File: config.mk
export PLATFORM = sky130hd
export DESIGN_NAME = fspl_core
export DESIGN_NICKNAME = d
export VERILOG_FILES = /design/src/fspl_pkg.sv /design/src/fspl_core.sv
export SDC_FILE = /design/constraint.sdc
export NUM_CORES = 1
export LEC_CHECK = 0
export BUFFER_PORTS_ARGS = -buffer_cell sky130_fd_sc_hd__buf_2
export CAP_MARGIN = 0
export CORE_ASPECT_RATIO = 1.4
export CORE_MARGIN = 4
export CORE_UTILIZATION = 25
export DETAILED_ROUTE_END_ITERATION = 10
export GPL_ROUTABILITY_DRIVEN = 0
export SKIP_LAST_GASP = 1
export SLEW_MARGIN = 0
export SYNTH_ARGS = -nofsm -noshare
export SYNTH_HDL_FRONTEND = slang
export SYNTH_SLANG_ARGS = --single-unit
File: constraint.sdc
create_clock -name ref_clk -period 2.4 [get_ports ref_clk]
set_clock_uncertainty 0.2 [all_clocks]
set_input_delay 0.12 -clock ref_clk [delete_from_list [all_inputs] [get_ports ref_clk]]
set_output_delay 0.12 -clock ref_clk [all_outputs]
set_load 0.01 [all_outputs]
File: src/fspl_pkg.sv
// Package: constants and carrier types for the flash self-program lock/fuse block
package fspl_pkg;
   // APB register byte offsets
   localparam logic [7:0] CTRL_OFS   = 8'h00;
   localparam logic [7:0] ZPTR_OFS   = 8'h04;
   localparam logic [7:0] WORK_OFS   = 8'h08;
   localparam logic [7:0] LOAD_OFS   = 8'h0C;
   localparam logic [7:0] STAT_OFS   = 8'h10;
   localparam logic [7:0] FUSE_OFS   = 8'h14;
   // Control bit positions
   localparam int BIT_ENABLE  = 0;
   localparam int BIT_ERASE   = 1;
   localparam int BIT_WRITE   = 2;
   localparam int BIT_LOCK    = 3;
   localparam int BIT_RWWEN   = 4;
   localparam int BIT_BUSY    = 6;
   // Legal low-five patterns
   localparam logic [4:0] PAT_RWWEN = 5'h11;
   localparam logic [4:0] PAT_LOCK  = 5'h09;
   localparam logic [4:0] PAT_WRITE = 5'h05;
   localparam logic [4:0] PAT_ERASE = 5'h03;
   localparam logic [4:0] PAT_FILL  = 5'h01;
   // Lookup addresses
   localparam logic [15:0] Z_FUSE_LOW  = 16'h0000;
   localparam logic [15:0] Z_LOCK      = 16'h0001;
   localparam logic [15:0] Z_FUSE_EXT  = 16'h0002;
   localparam logic [15:0] Z_FUSE_HIGH = 16'h0003;
   // Timed windows in cycles
   localparam logic [2:0] STORE_WIN = 3'h4;
   localparam logic [2:0] LOAD_WIN  = 3'h3;
   // Reset values
   localparam logic [7:0] LOCK_RESET = 8'hFF;
   // Programming time and oscillator
   localparam int PROG_MIN_US  = 3700;
   localparam int PROG_MAX_US  = 4500;
   localparam int RC_KHZ       = 1000;
   localparam int PROG_TICKS   = (PROG_MIN_US * RC_KHZ + 999) / 1000;
   localparam int CLK_MHZ      = 125;
   localparam int RC_DIV       = CLK_MHZ * 1000 / RC_KHZ;

   typedef enum logic [1:0] {
      OP_IDLE  = 2'b00,
      OP_ERASE = 2'b01,
      OP_WRITE = 2'b10,
      OP_LOCK  = 2'b11
   } fspl_op_type;

   typedef struct packed {
      logic        store;
      logic        load;
      logic [15:0] zptr;
   } fspl_cpu_type;
endpackage : fspl_pkg

File: src/fspl_core.sv
// Module: flash self-program sequencer with lock and fuse read-out over APB
//
// The register offsets and the APB slave port were chosen for this implementation.
`timescale 1ns/1ns
// How it works
// - Concurrently-readable region reads blocked during page erase or page write.
// - Busy flag high from erase or write store until re-enable or reset.
// - Re-enable command clears busy flag; software issues it first.
// - Lock write pattern X0001001 needs store within four cycles.
// - Zero bits 5..2 of work register program boot lock bits.
// - Address pointer ignored during lock write.
// - Lock programming keeps whole memory readable.
// - EEPROM write busy refuses flash programming.
// - EEPROM write busy refuses fuse and lock reads.
// - Pointer 1 with enables returns lock byte within three cycles.
// - Enables self-clear on read, load timeout or store timeout.
// - With enables clear, load returns ordinary memory data.
// - Lock byte: boot bits 5..2, general bits 1..0, 7..6 unused.
// - Pointer 0 returns fuse low byte.
// - Pointer 3 returns fuse high byte.
// - Pointer 2 returns extended fuse byte.
// - Programmed bits read zero, unprogrammed read one.
// - Reset does not abort a running flash write.
// - Writes timed from RC oscillator, 3.7 to 4.5 ms.
// - Only five legal low-bit patterns take effect.
// - Lock bits only programmed; erase needs chip erase.
module fspl_core #(
   parameter int PROG_TICKS = fspl_pkg::PROG_TICKS,
   parameter int RC_DIV     = fspl_pkg::RC_DIV
) (
   input  wire logic                 ref_clk,
   input  wire logic                 nrst,
   input  wire logic                 psel,
   input  wire logic                 penable,
   input  wire logic                 pwrite,
   input  wire logic [7:0]           paddr,
   input  wire logic [31:0]          pwdata,
   output logic      [31:0]          prdata,
   output logic                      pready,
   output logic                      pslverr,
   input  wire logic                 eeprom_write_busy,
   input  wire logic [7:0]           fuse_low_bits,
   input  wire logic [7:0]           fuse_high_bits,
   input  wire logic [7:0]           extended_fuse_bits,
   input  wire logic [1:0]           general_lock_bit,
   input  wire logic [7:0]           flash_read_data,
   input  wire logic                 chip_erase,
   output logic                      rww_read_block,
   output logic                      flash_busy
);
   // EEPROM busy and chip erase inputs pass two flops
   logic [1:0] ee_sync;
   logic [1:0] ce_sync;
   logic       ee_busy;
   logic       ce_req;
   always_ff @(posedge ref_clk) begin
      ee_sync <= {ee_sync[0], eeprom_write_busy};
      ce_sync <= {ce_sync[0], chip_erase};
   end
   assign ee_busy = ee_sync[1];
   assign ce_req  = ce_sync[1];

   // Software registers
   logic [15:0]              zptr;
   logic [7:0]               work;
   logic [7:0]               load_data;
   logic [3:0]               boot_lock_bits;
   logic                     store_program_enable;
   logic                     lock_fuse_access_bit;
   logic                     erase_bit;
   logic                     write_bit;
   logic                     rww_busy_flag;
   logic [2:0]               win_cnt;
   fspl_pkg::fspl_op_type    op;
   logic [31:0]              prog_cnt;
   logic [31:0]              div_cnt;

   wire        wr_acc   = psel & penable & pwrite;
   wire        rd_acc   = psel & penable & ~pwrite;
   wire        ctrl_wr  = wr_acc & (paddr == fspl_pkg::CTRL_OFS);
   wire        load_cmd = wr_acc & (paddr == fspl_pkg::LOAD_OFS) & pwdata[1];
   wire        store_cmd = wr_acc & (paddr == fspl_pkg::LOAD_OFS) & pwdata[0];
   wire [4:0]  pat      = pwdata[4:0];
   wire        busy_op  = (op != fspl_pkg::OP_IDLE);
   wire        rc_tick  = (div_cnt == 32'(RC_DIV - 1));
   wire        prog_done = busy_op & rc_tick & (prog_cnt == 32'(PROG_TICKS - 1));
   wire        armed    = (win_cnt != 3'h0);
   wire        lock_armed = armed & store_program_enable & lock_fuse_access_bit;

   wire pat_ok = (pat == fspl_pkg::PAT_RWWEN) | (pat == fspl_pkg::PAT_LOCK)
               | (pat == fspl_pkg::PAT_WRITE) | (pat == fspl_pkg::PAT_ERASE)
               | (pat == fspl_pkg::PAT_FILL);
   wire ctrl_take = ctrl_wr & pat_ok & ~ee_busy & ~busy_op;

   // lock/fuse read inside three-cycle window, refused while EEPROM busy
   wire fuse_rd   = load_cmd & lock_armed & (win_cnt > 3'h1) & ~ee_busy;
   wire store_go  = store_cmd & armed & store_program_enable & ~ee_busy;

   wire [7:0] lock_byte = {2'b11, boot_lock_bits, general_lock_bit};
   wire [7:0] fuse_sel =
      (zptr == fspl_pkg::Z_LOCK)      ? lock_byte :
      (zptr == fspl_pkg::Z_FUSE_LOW)  ? fuse_low_bits :
      (zptr == fspl_pkg::Z_FUSE_HIGH) ? fuse_high_bits :
      (zptr == fspl_pkg::Z_FUSE_EXT)  ? extended_fuse_bits : 8'hFF;

   // APB register writes
   always_ff @(posedge ref_clk) begin
      if (!nrst) begin
         zptr <= 16'h0000;
         work <= 8'hFF;
      end else if (wr_acc && paddr == fspl_pkg::ZPTR_OFS) begin
         zptr <= pwdata[15:0];
      end else if (wr_acc && paddr == fspl_pkg::WORK_OFS) begin
         work <= pwdata[7:0];
      end
   end

   always_ff @(posedge ref_clk) begin
      if (!nrst) begin
         load_data <= 8'h00;
      end else if (fuse_rd) begin
         load_data <= fuse_sel;
      end else if (load_cmd) begin
         load_data <= flash_read_data;
      end
   end

   // Timed enable window
   always_ff @(posedge ref_clk) begin
      if (!nrst) begin
         win_cnt              <= 3'h0;
         store_program_enable <= 1'b0;
         lock_fuse_access_bit <= 1'b0;
         erase_bit            <= 1'b0;
         write_bit            <= 1'b0;
      end else if (ctrl_take) begin
         win_cnt              <= fspl_pkg::STORE_WIN;
         store_program_enable <= 1'b1;
         lock_fuse_access_bit <= pat[fspl_pkg::BIT_LOCK];
         erase_bit            <= pat[fspl_pkg::BIT_ERASE];
         write_bit            <= pat[fspl_pkg::BIT_WRITE];
      end else if (store_go || fuse_rd || (armed && win_cnt == 3'h1)) begin
         win_cnt              <= 3'h0;
         store_program_enable <= store_go & (erase_bit | write_bit);
         lock_fuse_access_bit <= 1'b0;
         if (!store_go) begin
            erase_bit <= 1'b0;
            write_bit <= 1'b0;
         end
      end else if (armed) begin
         win_cnt <= win_cnt - 3'h1;
      end else if (prog_done) begin
         store_program_enable <= 1'b0;
         erase_bit            <= 1'b0;
         write_bit            <= 1'b0;
      end
   end

   // reset leaves a running operation in place so it runs to completion
   always_ff @(posedge ref_clk) begin
      if (prog_done) begin
         op <= fspl_pkg::OP_IDLE;
      end else if (!nrst) begin
         // Reset clears only an idle or undefined op; a running write completes
         case (op)
            fspl_pkg::OP_ERASE, fspl_pkg::OP_WRITE, fspl_pkg::OP_LOCK: op <= op;
            default: op <= fspl_pkg::OP_IDLE;
         endcase
      end else if (store_go && !busy_op && lock_fuse_access_bit) begin
         op <= fspl_pkg::OP_LOCK;
      end else if (store_go && !busy_op && erase_bit) begin
         op <= fspl_pkg::OP_ERASE;
      end else if (store_go && !busy_op && write_bit) begin
         op <= fspl_pkg::OP_WRITE;
      end else if (!busy_op && !(op inside {fspl_pkg::OP_IDLE})) begin
         op <= fspl_pkg::OP_IDLE;
      end
   end

   always_ff @(posedge ref_clk) begin
      if (!busy_op || rc_tick) begin
         div_cnt <= 32'h0;
      end else begin
         div_cnt <= div_cnt + 32'h1;
      end
      if (!busy_op || prog_done) begin
         prog_cnt <= 32'h0;
      end else if (rc_tick) begin
         prog_cnt <= prog_cnt + 32'h1;
      end
   end

   // zero work bits program boot lock; never unprogram by software
   always_ff @(posedge ref_clk) begin
      if (ce_req) begin
         boot_lock_bits <= fspl_pkg::LOCK_RESET[5:2];
      end else if (prog_done && op == fspl_pkg::OP_LOCK) begin
         boot_lock_bits <= boot_lock_bits & work[5:2];
      end
   end

   // busy flag set by erase/write, cleared by re-enable
   wire rww_clear = ctrl_take & (pat == fspl_pkg::PAT_RWWEN);
   always_ff @(posedge ref_clk) begin
      if (!nrst) begin
         rww_busy_flag <= 1'b0;
      end else if (store_go && !lock_fuse_access_bit && (erase_bit || write_bit)) begin
         rww_busy_flag <= 1'b1;
      end else if (rww_clear) begin
         rww_busy_flag <= 1'b0;
      end
   end

   // block region during erase/write; lock write leaves it open
   assign rww_read_block = (op == fspl_pkg::OP_ERASE) | (op == fspl_pkg::OP_WRITE);
   assign flash_busy     = busy_op;

   // APB read mux
   wire [7:0] ctrl_rd = {1'b0, rww_busy_flag, 1'b0, 1'b0, lock_fuse_access_bit,
                         write_bit, erase_bit, store_program_enable};
   wire [31:0] rd_mux =
      (paddr == fspl_pkg::CTRL_OFS) ? {24'h0, ctrl_rd} :
      (paddr == fspl_pkg::ZPTR_OFS) ? {16'h0, zptr} :
      (paddr == fspl_pkg::WORK_OFS) ? {24'h0, work} :
      (paddr == fspl_pkg::LOAD_OFS) ? {24'h0, load_data} :
      (paddr == fspl_pkg::STAT_OFS) ? {30'h0, ee_busy, busy_op} :
      (paddr == fspl_pkg::FUSE_OFS) ? {24'h0, lock_byte} : 32'h0;
   wire mapped = (paddr <= fspl_pkg::FUSE_OFS) & (paddr[1:0] == 2'b00);
   always_ff @(posedge ref_clk) begin
      if (!nrst) begin
         prdata <= 32'h0;
      end else if (psel && !penable && !pwrite) begin
         prdata <= rd_mux;
      end
   end
   assign pready  = 1'b1;
   assign pslverr = psel & penable & ~mapped;

   // Assertions
   rww_block_a: assert property (@(posedge ref_clk) disable iff (!nrst)
      $rose(rww_busy_flag) |=> rww_read_block) else $error("region not blocked");
   rww_clear_a: assert property (@(posedge ref_clk) disable iff (!nrst)
      rww_clear && !(store_go) |=> !rww_busy_flag) else $error("busy flag kept");
   win_timeout_a: assert property (@(posedge ref_clk) disable iff (!nrst)
      ctrl_take |-> ##[1:5] !armed) else $error("window too long");
   ee_refuse_a: assert property (@(posedge ref_clk) disable iff (!nrst)
      ctrl_wr && ee_busy && !armed |=> !armed) else $error("ee busy accepted");
   ee_fuse_a: assert property (@(posedge ref_clk) disable iff (!nrst)
      ee_busy |-> !fuse_rd) else $error("fuse read during ee write");
   lock_open_a: assert property (@(posedge ref_clk) disable iff (!nrst)
      op == fspl_pkg::OP_LOCK |-> !rww_read_block) else $error("lock blocked read");
   lock_read_a: assert property (@(posedge ref_clk) disable iff (!nrst)
      fuse_rd && zptr == fspl_pkg::Z_LOCK |=> load_data == {2'b11, $past(boot_lock_bits),
      $past(general_lock_bit)}) else $error("bad lock byte");
   lock_mono_a: assert property (@(posedge ref_clk) disable iff (!nrst)
      !ce_req |=> (boot_lock_bits & ~$past(boot_lock_bits)) == 4'h0)
      else $error("lock bit unprogrammed");
endmodule : fspl_core

==> qor.csv, run 1 <==
metric,value,unit
clk_transition_reported_paths,0.06,ns
hold_depth,4,
detail_route.wl_per_cell,14.13,µm
placement_rows,68,
nets,958,
ys_seq_elements,130,
finalHoldViolations,0,
initial_core_util,25.54,%
antennaDiodeCount,0,
synth_top_family_by_area,simple AND/OR/NAND/NOR gates,
cts_tree,yes,
finalCritPeriodShare,99.18,%
total_leakage_power,0.003286,µW
number_of_nets_still_failing_antenna_checks_after_routing,0,
clock-sinks,130,
p_int,3931,µW
worst-setup-path-type,in -> reg,
layout-area-overhead-vs-synth,31.15,%
post_synth.cell_area_avg,8.769,µm²
via_per_inst,4.653,
worst_hold_path_type,in -> reg,
final_layout_size_suffix_gt1_share,21.68,%
placeableCoreArea,0.02476,mm²
bufs_on_longest_clock_path,2,
worst_r2r_startpoint,div_cnt[0],
worst_slew_margin_rel,54.97,%
grt_antenna_before_repair,0,
hold_path_startpoint,psel,
setup-violations-final,0,
timing.hold.worst_endpoint,prdata[1],
first_iteration_detailed_routing_drc_count,283,
worst_slew_pin_slew,0.6746,ns
synth_compound_gate_area_share,9.183,%
critical-path-top-cell-by-count,sky130_fd_sc_hd__dlygate4sd3_1,
die-area,0.02793,mm²
die-width,142.4,µm
grt_start_max_net_pins,33,
first_global_vias,5470,
hpwl,12380,µm
cts_root_buf,sky130_fd_sc_hd__clkbuf_16,
remaining_drc_errors,0,
seq_power_share,42.7,%
tns,0,ns
route.final.wire_length,16900,µm
max_cap_violations,0,
grt_pass1_wl,27230,µm
critical_path.startpoint_type,input pin,
cell_count_after_synthesis,721,
synthXorXnorAreaFrac,8.450,%
yosys_warnings,0,
ys_seq_area_share,41.16,%
synth.lib_cells_used.distinct,56,
p_clk_share,52.4,%
final_slew_viol_count,0,
port_buffers,83,
num_vias,5565,
total_switching_power,1147,µW
status,finished clean,
r2r_cells,9,
drt_first_pass_iters,4,
worstPathCellList,"dlygate4sd3_1, buf_2, nand3_1, nor4_4, and2_1, buf_12, mux2i_1, nand2_1, dlygate4sd3_1",
grt-ovfl-total,0,
switching_share,22.58,%
cp.required,2.51,ns
comb_pwr_share,4.9,%
netlist_area,0.006322,mm²
final_core_utilization,33.49,%
cts_inserted_buffers,17,
timing.critical_path.slowest_cell_delay,0.56,ns
fp.dieH,196.2,µm
number_of_flops_mapped_to_enable_cells_by_yosys,0,
peak_vdd_ir,369.4,µV
post_synthesis_mux_area_share,7.896,%
ys_dominant_reg_cell,sky130_fd_sc_hd__dfxtp_1,
arrival,2.49,ns
maxClockFrequency,0.4201,GHz
cts_max_level,4,
basic_gate_share_of_the_synthesized_area_counting_and_or_nand_and_nor_cells,26.14,%
capturing_point_of_the_worst_reg2reg_path,prog_cnt[15],
worst_skew_pair.late_latency,0.43,ns
r2r_setup_slack,0.14,ns
synth_adder_area_share,1.781,%
timing.critical_path.to_type,flop,
global_route.usage.total,12.13,%
cellPowerDensity,612.4,mW/mm²
timing.critical_path.fanout_max,7,
cp_slowest_cell,sky130_fd_sc_hd__dlygate4sd3_1,
design.portCount,117,
grt_setup_unrepaired,false,
post-route-min-period,2.380,ns
postSynth.asyncResetShare,0,%
## sequential cells by signal, indices dropped and copies added, names as in the netlist
name and flops:
div_cnt 32, prog_cnt 32, prdata 16, zptr 16, load_data 8, work 8
boot_lock_bits 4, win_cnt 3, ce_sync 2, ee_sync 2, op 2, erase_bit 1
lock_fuse_access_bit 1, rww_busy_flag 1, store_program_enable 1, write_bit 1
## worst max path at each step
stage	start	endpoint	slack (ns)	cells past startpoint
after floorplan	op[1]	prog_cnt[0]	0.13	10
after global placement	paddr[0]	store_program_enable	0.06	7
after global routing	div_cnt[0]	prog_cnt[15]	0.001	9
after detailed placement	paddr[0]	store_program_enable	0.002	7
final	pwrite	work[5]	0.02	9
after CTS	paddr[1]	work[5]	0.02	8
## metrics by stage
stage | setup slack (ns) | instances | area (µm²) | total power [µW] | hold WS, ns
2_1_floorplan | 0.1276 | 736 | 6379 | 2332 | -0.05228
3_3_place_gp | 0.05637 | 1126 | 7266 | 2414 | 0.03433
3_5_place_dp | 0.001844 | 1126 | 7266 | 2416 | 0.03156
4_1_cts | 0.01932 | 1193 | 8224 | 5137 | 0.03000
5_1_grt | 0.0009786 | 1196 | 8292 | 5265 | 0.05900
6_report | 0.01973 | 1196 | 8292 | 5078 | 0.04712
## cell families (layout without fill, tap and decap cells)
family                   count (synthesis)  after routing
flip-flops                             130            130
multiplexers                            42             42
AND/OR/NAND/NOR                        327            327
AO/OA/AOI/OAI                           86             86
XOR/XNOR                                61             61
adder cells (fa/ha/maj)                  9              9
buffers and inverters                   64            209
other                                    2             17
## cells in the final DEF, fill, tap and decap left out, drive strengths merged, types with 6 or more instances in the layout
cell type      n
inv           21
nor3          17
buf          126
xor2          39
and4           9
conb          17
xnor2         22
and3          14
a21oi         29
nor2         121
a211oi         9
mux2i         33
a22oi          9
o221ai        10
ha             9
clkbuf        18
dfxtp        130
nand3         36
nor4          21
or2            9
dlygate4sd3   35
nand4         19
nand2         59
mux4           6
o21ai         11
## Yosys cell counts, types with 2 or more instances
cell type	number	area (µm²)
sky130_fd_sc_hd__a211oi_1	9	67.56
sky130_fd_sc_hd__a21o_1	4	30.03
sky130_fd_sc_hd__a21oi_1	29	145.1
sky130_fd_sc_hd__a221oi_1	3	26.28
sky130_fd_sc_hd__a22oi_1	9	67.56
sky130_fd_sc_hd__and2_1	3	18.77
sky130_fd_sc_hd__and3_1	14	87.58
sky130_fd_sc_hd__and4_1	9	78.83
sky130_fd_sc_hd__buf_1	2	7.510
sky130_fd_sc_hd__buf_2	8	40.04
sky130_fd_sc_hd__buf_4	17	127.6
sky130_fd_sc_hd__clkbuf_1	19	71.32
sky130_fd_sc_hd__conb_1	2	7.510
sky130_fd_sc_hd__dfxtp_1	130	2603
sky130_fd_sc_hd__ha_1	9	112.6
sky130_fd_sc_hd__inv_1	15	56.30
sky130_fd_sc_hd__mux2_2	3	33.78
sky130_fd_sc_hd__mux2i_1	33	330.3
sky130_fd_sc_hd__mux4_2	6	135.1
sky130_fd_sc_hd__nand2_1	59	221.5
sky130_fd_sc_hd__nand3_1	36	180.2
sky130_fd_sc_hd__nand4_1	19	118.9
sky130_fd_sc_hd__nor2_1	121	454.2
sky130_fd_sc_hd__nor2b_1	4	25.02
sky130_fd_sc_hd__nor3_1	14	70.07
sky130_fd_sc_hd__nor3_2	2	20.02
sky130_fd_sc_hd__nor3b_1	3	22.52
sky130_fd_sc_hd__nor4_1	17	106.4
sky130_fd_sc_hd__nor4_4	3	63.81
sky130_fd_sc_hd__nor4b_1	2	17.52
sky130_fd_sc_hd__nor4bb_1	3	30.03
sky130_fd_sc_hd__o21ai_0	10	50.05
sky130_fd_sc_hd__o221ai_1	10	87.58
sky130_fd_sc_hd__o22ai_1	4	25.02
sky130_fd_sc_hd__or2_0	3	18.77
sky130_fd_sc_hd__or2_2	6	37.54
sky130_fd_sc_hd__or3_1	3	18.77
sky130_fd_sc_hd__xnor2_1	22	192.7
sky130_fd_sc_hd__xor2_1	39	341.6
## timing repair
| item | CTS | global route |
|---|---|---|
| gates resized for setup | 0 | 8 |
| buffers inserted | 0 | 3 |
| setup endpoints to repair | 0 | 47 |
| hold endpoints to repair | 45 | 0 |
| hold buffers | 35 | 0 |
## critical path, delay by kind of cell
kind          cells  cell delay, ns
buf+inv           4            1.39
simple gates      4            0.80
mux               1            0.18
## routing by layer
layer	up-vias	wire, µm	part of all wire [%]	track usage [%]
met2	147	8736	52	22.19
li1	2809	-	-	-
met1	2577	6825	40	13.32
met5	-	0	0	0
met3	32	892	5.3	3.121
met4	0	442	2.6	4.438
## power groups by stage
stage	clock network (µW)	registers, µW	logic (µW)
floorplan	0	2220	113
global placement	0	2220	197
detailed placement	0	2220	198
CTS	2720	2170	242
global route	2830	2170	266
finish	2660	2170	246
## layout make-up
type / instances / area, µm²
Inverter: 16 / 60.06
Tap cell: 315 / 394.1
Fill cell: 2534 / 16470
Timing Repair Buffer: 161 / 1139
Clock inverter: 14 / 178.9
Sequential cell: 130 / 2603
Clock buffer: 18 / 429.2
Multi-Input combinational cell: 542 / 3488
Power figures use the tool's default switching activity.
==> run 2: changes to the inputs <==
CORE_UTILIZATION = 50   (was 25)
PLACE_DENSITY = 0.76   (was not set)
==> run 2 against run 1 <==
Compared with the run above:
- critical endpoint is now work[6]
- critical path depth unchanged
- largest cell class unchanged
- setup slack better by 0.067 ns
- hold slack worse by 0.038 ns
==> qor.csv, run 2 (synthesized netlist as in run 1, its figures left out) <==
metric,value,unit,change
remaining_drc_errors,0,,unchanged
placeableCoreArea,0.01237,mm²,was 0.02476 mm²
worst-setup-path-type,in -> reg,,unchanged
antennaDiodeCount,0,,unchanged
nets,955,,was 958
die-width,103.0,µm,was 142.4 µm
placement_rows,48,,was 68
cellPowerDensity,609.8,mW/mm²,was 612.4 mW/mm²
cp.required,2.49,ns,was 2.51 ns
final_slew_viol_count,0,,unchanged
die-area,0.01453,mm²,was 0.02793 mm²
timing.critical_path.slowest_cell_delay,0.57,ns,was 0.56 ns
arrival,2.40,ns,was 2.49 ns
number_of_nets_still_failing_antenna_checks_after_routing,0,,unchanged
worst_skew_pair.late_latency,0.41,ns,was 0.43 ns
first_iteration_detailed_routing_drc_count,205,,was 283
port_buffers,83,,unchanged
total_leakage_power,0.003256,µW,was 0.003286 µW
hpwl,11140,µm,was 12380 µm
finalCritPeriodShare,96.37,%,was 99.18%
grt-ovfl-total,0,,unchanged
first_global_vias,5580,,was 5470
post-route-min-period,2.313,ns,was 2.380 ns
critical-path-top-cell-by-count,sky130_fd_sc_hd__dlygate4sd3_1,,unchanged
dp_worst_setup_slack,0.07409,ns,was 0.001844 ns
cp_slowest_cell,sky130_fd_sc_hd__dlygate4sd3_1,,unchanged
cts_tree,yes,,unchanged
worst_setup_path_startpoint,penable,,was pwrite
worst_hold_path_type,in -> reg,,unchanged
grt_pass1_wl,25410,µm,was 27230 µm
num_vias,5668,,was 5565
cts_max_level,4,,unchanged
cp.buffers_inverters,4,,unchanged
dpl_cell_area,0.007059,mm²,was 0.007266 mm²
bufs_on_longest_clock_path,2,,unchanged
grt_antenna_before_repair,0,,unchanged
cts_root_buf,sky130_fd_sc_hd__clkbuf_16,,unchanged
via_per_inst,5.519,,was 4.653
detail_route.wl_per_cell,15.40,µm,was 14.13 µm
cts_inserted_buffers,17,,unchanged
worst_slew_pin_slew,0.5899,ns,was 0.6746 ns
layout-area-overhead-vs-synth,27.21,%,was 31.15%
worst_path_dominant_cell_family,buffers and inverters,,unchanged
layout.cells.most_common,sky130_fd_sc_hd__dfxtp_1,,unchanged
maxClockFrequency,0.4324,GHz,was 0.4201 GHz
timing.critical_path.fanout_max,8,,was 7
fin_worst_hold_slack,0.008716,ns,was 0.04712 ns
critical_path.startpoint_type,input pin,,unchanged
grt_start_max_net_pins,33,,unchanged
final_layout_size_suffix_gt1_share,21.78,%,was 21.68%
tns,0,ns,unchanged
most-common-layout-cells,"sky130_fd_sc_hd__dfxtp_1, sky130_fd_sc_hd__nor2_1, sky130_fd_sc_hd__buf_2, sky130_fd_sc_hd__nand2_1, sky130_fd_sc_hd__xor2_1",,"was sky130_fd_sc_hd__dfxtp_1, sky130_fd_sc_hd__nor2_1, sky130_fd_sc_hd__buf_2, sky130_fd_sc_hd__nand2_1"
drt_first_pass_iters,5,,was 4
final_design_area_no_fill,0.008043,mm²,was 0.008292 mm²
hold_path_startpoint,fuse_high_bits[6],,was psel
status,finished clean,,unchanged
biggest_regs,"div_cnt x32, prog_cnt x32",,unchanged
fp.dieH,141.1,µm,was 196.2 µm
clock-sinks,130,,unchanged
global_route.usage.total,21.85,%,was 12.13%
setup-violations-final,0,,unchanged
worst_slew_margin_rel,60.31,%,was 54.97%
worstPathCellList,"dlygate4sd3_1, buf_2, nand3_4, nor4_4, and2_4, buf_12, mux2i_1, nand2_1, dlygate4sd3_1",,"was dlygate4sd3_1, buf_2, nand3_1, nor4_4, and2_1, buf_12, mux2i_1, nand2_1, dlygate4sd3_1"
initial_core_util,51.10,%,was 25.54%
peak_vdd_ir,405.5,µV,was 369.4 µV
finalHoldViolations,0,,unchanged
worst_r2r_startpoint,div_cnt[13],,was div_cnt[0]
route.final.wire_length,15810,µm,was 16900 µm
worst_slack,0.08716,ns,was 0.01973 ns
layout.filler_cells,1016,,was 2534
max_cap_violations,0,,unchanged
clk_transition_reported_paths,0.06,ns,about the same
design.portCount,117,,unchanged
timing.critical_path.to_type,flop,,unchanged
run 2: cell types whose count changed in the layout (fill, tap and decap cells not counted), moves of 2 or more:
cell	change
sky130_fd_sc_hd__buf_4	-3
sky130_fd_sc_hd__clkinv_2	+2
sky130_fd_sc_hd__clkinvlp_4	+3
sky130_fd_sc_hd__inv_6	-4
sky130_fd_sc_hd__nor4_1	+3
sky130_fd_sc_hd__nor4_2	-3
run 2: metal layers:
layer	vias to the layer above	routed length, µm	global-route usage [%]	share of wire (%)
met5	-	0	0	0
met4	0	565	10.64	3.6
met3	38	793	4.703	5.0
met2	163	8334	38.52	53
met1	2663	6118	24.25	39
li1	2804	-	-	-
run 2: stage by stage:
step / std cells / util, % / power [µW]
4_1_cts: 1026 / 64.47 / 4935
3_5_place_dp: 961 / 57.06 / 2408
2_1_floorplan: 736 / - / 2332
3_3_place_gp: 961 / 57.06 / 2407
6_report: 1027 / 65.01 / 4905
5_1_grt: 1027 / 65.01 / 5070
run 2: cell type report:
cell class	count	area, µm²	area share [%]
inverters	16	60.06	0.7467
clock buffers	18	439.2	5.460
well taps	150	187.7	2.334
multi-input cells	542	3498	43.50
flip-flops and latches	130	2603	32.36
clock inverters	13	137.6	1.711
repair buffers	158	1117	13.89
run 2: path summary, 6_finish.rpt:
| check | slack [ns] | cells after the start | end |
|---|---|---|---|
| setup reg to reg | 0.15 | 9 | prog_cnt[28] |
| hold / removal | 0.009 | 4 | load_data[6] |
| hold reg to reg | 0.13 | 0 | ce_sync[1] |
| setup / recovery | 0.09 | 9 | work[6] |
run 2: power by group:
part	total, µW	internal [µW]	switching [µW]
Sequential	2170	2170	4.49
Clock	2500	1550	949
Combinational	239	113	126
Total	4900	3830	1080
run 2: timing repair:
| action | 4_1_cts | 5_1_grt |
|---|---|---|
| setup endpoints to repair | 0 | 49 |
| gates resized for setup | 0 | 12 |
| hold endpoints to repair | 46 | 0 |
| hold buffers | 34 | 0 |
| buffers inserted | 0 | 1 |
run 2: tightest hold or removal path, delay by kind of cell:
kind / cells / cell delay [ns]
buf+inv: 1 / 0.09
compound gates: 3 / 0.35
==> run 3: changes to the inputs <==
CORE_UTILIZATION = 56   (was 50)
PLACE_DENSITY = 0.8   (was 0.76)
clock period = 2.2 ns   (was 2.4 ns; I/O delays follow)
==> run 3 against run 2 <==
Compared with the run above:
- the run now ends with negative hold slack, negative setup slack left
- final area is 4.7% higher
- clock power grew 19%
- via count up 7.9%
- largest power group unchanged
- utilization increased by 12 points
- hold slack lost 0.011 ns
==> qor.csv, run 3 (synthesized netlist as in run 1, its figures left out) <==
metric,value,unit,change
status,finished with violations,,was finished clean
failed_checks,"negative hold slack, negative setup slack",,
finalCritPeriodShare,102.9,%,
first_global_vias,6026,,was 5580
worst_skew_pair.late_latency,0.43,ns,was 0.41 ns
route.final.wire_length,17920,µm,was 15810 µm
cts_max_level,4,,unchanged
placement_rows,45,,was 48
nets,988,,was 955
timing.critical_path.to_type,flop,,unchanged
cp.buffers_inverters,2,,was 4
cts_root_buf,sky130_fd_sc_hd__clkbuf_16,,unchanged
comb_pwr_share,4.6,%,was 4.9%
worst_path_dominant_cell_family,simple AND/OR/NAND/NOR gates,,was buffers and inverters
switching_share,21.76,%,was 22.00%
hpwl,11880,µm,was 11140 µm
remaining_drc_errors,0,,unchanged
grt_setup_unrepaired,true,,
final_slew_viol_count,0,,unchanged
cp_slowest_cell,sky130_fd_sc_hd__or3_1,,was sky130_fd_sc_hd__dlygate4sd3_1
initial_core_util,57.88,%,was 51.10%
clock-sinks,130,,unchanged
layout.filler_cells,685,,was 1016
via_per_inst,5.813,,was 5.519
p_clk_share,53.1,%,was 50.9%
grt_antenna_before_repair,0,,unchanged
arrival,2.38,ns,was 2.40 ns
fin_worst_hold_slack,-0.002229,ns,was 0.008716 ns
drt_first_pass_iters,5,,unchanged
grt-ovfl-total,0,,unchanged
finalHoldViolations,1,,was 0
grt_pass1_wl,27980,µm,was 25410 µm
post-route-min-period,2.264,ns,
die-width,97.80,µm,was 103.0 µm
antennaDiodeCount,0,,unchanged
port_buffers,83,,unchanged
cp.required,2.31,ns,was 2.49 ns
cellPowerDensity,666.3,mW/mm²,was 609.8 mW/mm²
peak_vdd_ir,567.2,µV,was 405.5 µV
critical-path-top-cell-by-count,sky130_fd_sc_hd__nor2_1,,was sky130_fd_sc_hd__dlygate4sd3_1
total_switching_power,1221,µW,was 1079 µW
post-layout-total-power,5612,µW,was 4905 µW
place_inst,982,,was 961
number_of_nets_still_failing_antenna_checks_after_routing,0,,unchanged
worstPathCellList,"nor4bb_2, nand4_1, buf_6, buf_4, or3_1, nor2_1, xnor2_1, nor2_1",,"was dlygate4sd3_1, buf_2, nand3_4, nor4_4, and2_4, buf_12, mux2i_1, nand2_1, dlygate4sd3_1"
dpl_cell_area,0.007278,mm²,was 0.007059 mm²
critical_path.startpoint_type,flop,,was input pin
biggest_regs,"div_cnt x32, prog_cnt x32",,unchanged
multi_input_gate_area,0.003585,mm²,was 0.003498 mm²
placeableCoreArea,0.01092,mm²,was 0.01237 mm²
seq_power_share,42.2,%,was 44.3%
timing.critical_path.fanout_max,6,,was 8
timing.critical_path.slowest_cell_delay,0.42,ns,was 0.57 ns
final_layout_size_suffix_gt1_share,27.33,%,was 21.78%
total_leakage_power,0.003482,µW,was 0.003256 µW
detail_route.wl_per_cell,17.04,µm,was 15.40 µm
worst_hold_path_type,in -> reg,,unchanged
grt_start_max_net_pins,44,,was 33
post_layout_nonfiller_instances,1052,,was 1027
worst_slack,-0.06407,ns,was 0.08716 ns
design.portCount,117,,unchanged
layout.cells.most_common,sky130_fd_sc_hd__dfxtp_1,,unchanged
first_iteration_detailed_routing_drc_count,372,,was 205
cts_tree,yes,,unchanged
die-area,0.01308,mm²,was 0.01453 mm²
worst-setup-path-type,reg -> reg,,was in -> reg
cts_inserted_buffers,17,,unchanged
worst_slew_pin_slew,0.5649,ns,was 0.5899 ns
final_core_utilization,77.10,%,was 65.01%
most-common-layout-cells,"sky130_fd_sc_hd__dfxtp_1, sky130_fd_sc_hd__nor2_1, sky130_fd_sc_hd__buf_2, sky130_fd_sc_hd__buf_4, sky130_fd_sc_hd__nand2_1",,"was sky130_fd_sc_hd__dfxtp_1, sky130_fd_sc_hd__nor2_1, sky130_fd_sc_hd__buf_2, sky130_fd_sc_hd__nand2_1, sky130_fd_sc_hd__xor2_1"
max_cap_violations,0,,unchanged
layout-area-overhead-vs-synth,33.21,%,was 27.21%
fp.dieH,133.7,µm,was 141.1 µm
final_design_area_no_fill,0.008422,mm²,was 0.008043 mm²
setup-violations-final,6,,was 0
global_route.usage.total,26.45,%,was 21.85%
maxClockFrequency,0.4417,GHz,
worst_slew_margin_rel,62.29,%,was 60.31%
bufs_on_longest_clock_path,2,,unchanged
sequential_standard_cell_area,0.002610,mm²,was 0.002603 mm²
num_vias,6115,,was 5668
p_int,4391,µW,was 3826 µW
clk_transition_reported_paths,0.06,ns,about the same
## run 3: cell count changes in the layout (fill, tap and decap cells not counted), sizes merged
cell,before,now
buf,124,161
clkinvlp,6,2
dlygate4sd3,34,30
bufinv,2,4
clkinv,4,6
inv,17,19
clkbuf,18,17
## run 3: layer usage
metal | up-vias | wire (µm) | GRT usage, %
met2 | 294 | 9318 | 48.44
met4 | 0 | 1019 | 16.09
li1 | 2862 | - | -
met3 | 97 | 1138 | 6.286
met1 | 2862 | 6445 | 26.85
met5 | - | 0 | 0
## run 3: worst reg2reg max path: stages, from the launching register on
cell and delay (ns):
sky130_fd_sc_hd__dfxtp_1 0.36, sky130_fd_sc_hd__nor4bb_2 0.36, sky130_fd_sc_hd__nand4_1 0.16, sky130_fd_sc_hd__buf_6 0.17, sky130_fd_sc_hd__buf_4 0.14, sky130_fd_sc_hd__or3_1 0.42, sky130_fd_sc_hd__nor2_1 0.16, sky130_fd_sc_hd__xnor2_1 0.14
sky130_fd_sc_hd__nor2_1 0.05
## run 3: layout make-up
| class | instances | area share (%) |
|---|---|---|
| inverter | 16 | 0.7131 |
| timing repair buffer | 191 | 16.13 |
| clock buffer | 17 | 5.051 |
| tap | 141 | 2.095 |
| sequential | 130 | 30.99 |
| clock inverter | 15 | 2.451 |
| multi-input combinational | 542 | 42.56 |
## run 3: metrics by stage
step	TNS, ns	setup slack (ns)
final	-0.2508	-0.06407
after global routing	-2.983	-0.1888
after floorplan	-2.243	-0.07243
after global placement	-0.3381	-0.07544
after CTS	-0.008817	-0.008817
after detailed placement	-2.187	-0.1667
## run 3: path summary, 6_finish.rpt
kind / from / to / slack [ns] / cells after the start
max: div_cnt[23] / prog_cnt[16] / -0.06 / 8
min: fuse_high_bits[6] / load_data[6] / -0.002 / 4
min reg2reg: ce_sync[0] / ce_sync[1] / 0.13 / 0
max reg2reg: div_cnt[23] / prog_cnt[16] / -0.06 / 8
## run 3: what timing repair did
action	CTS	global route
endpoints found under the hold margin	44	0
pin swaps	2	14
setup endpoints to repair	41	51
buffers inserted	1	7
hold buffers	30	0
resized for setup	9	27
## run 3: power groups by stage
| stage | registers (µW) | clock network [µW] | logic, µW |
|---|---|---|---|
| 5_1_grt | 2370 | 3130 | 277 |
| 3_5_place_dp | 2420 | 0 | 208 |
| 2_1_floorplan | 2420 | 0 | 123 |
| 6_report | 2370 | 2980 | 261 |
| 4_1_cts | 2370 | 3020 | 251 |
| 3_3_place_gp | 2420 | 0 | 203 |
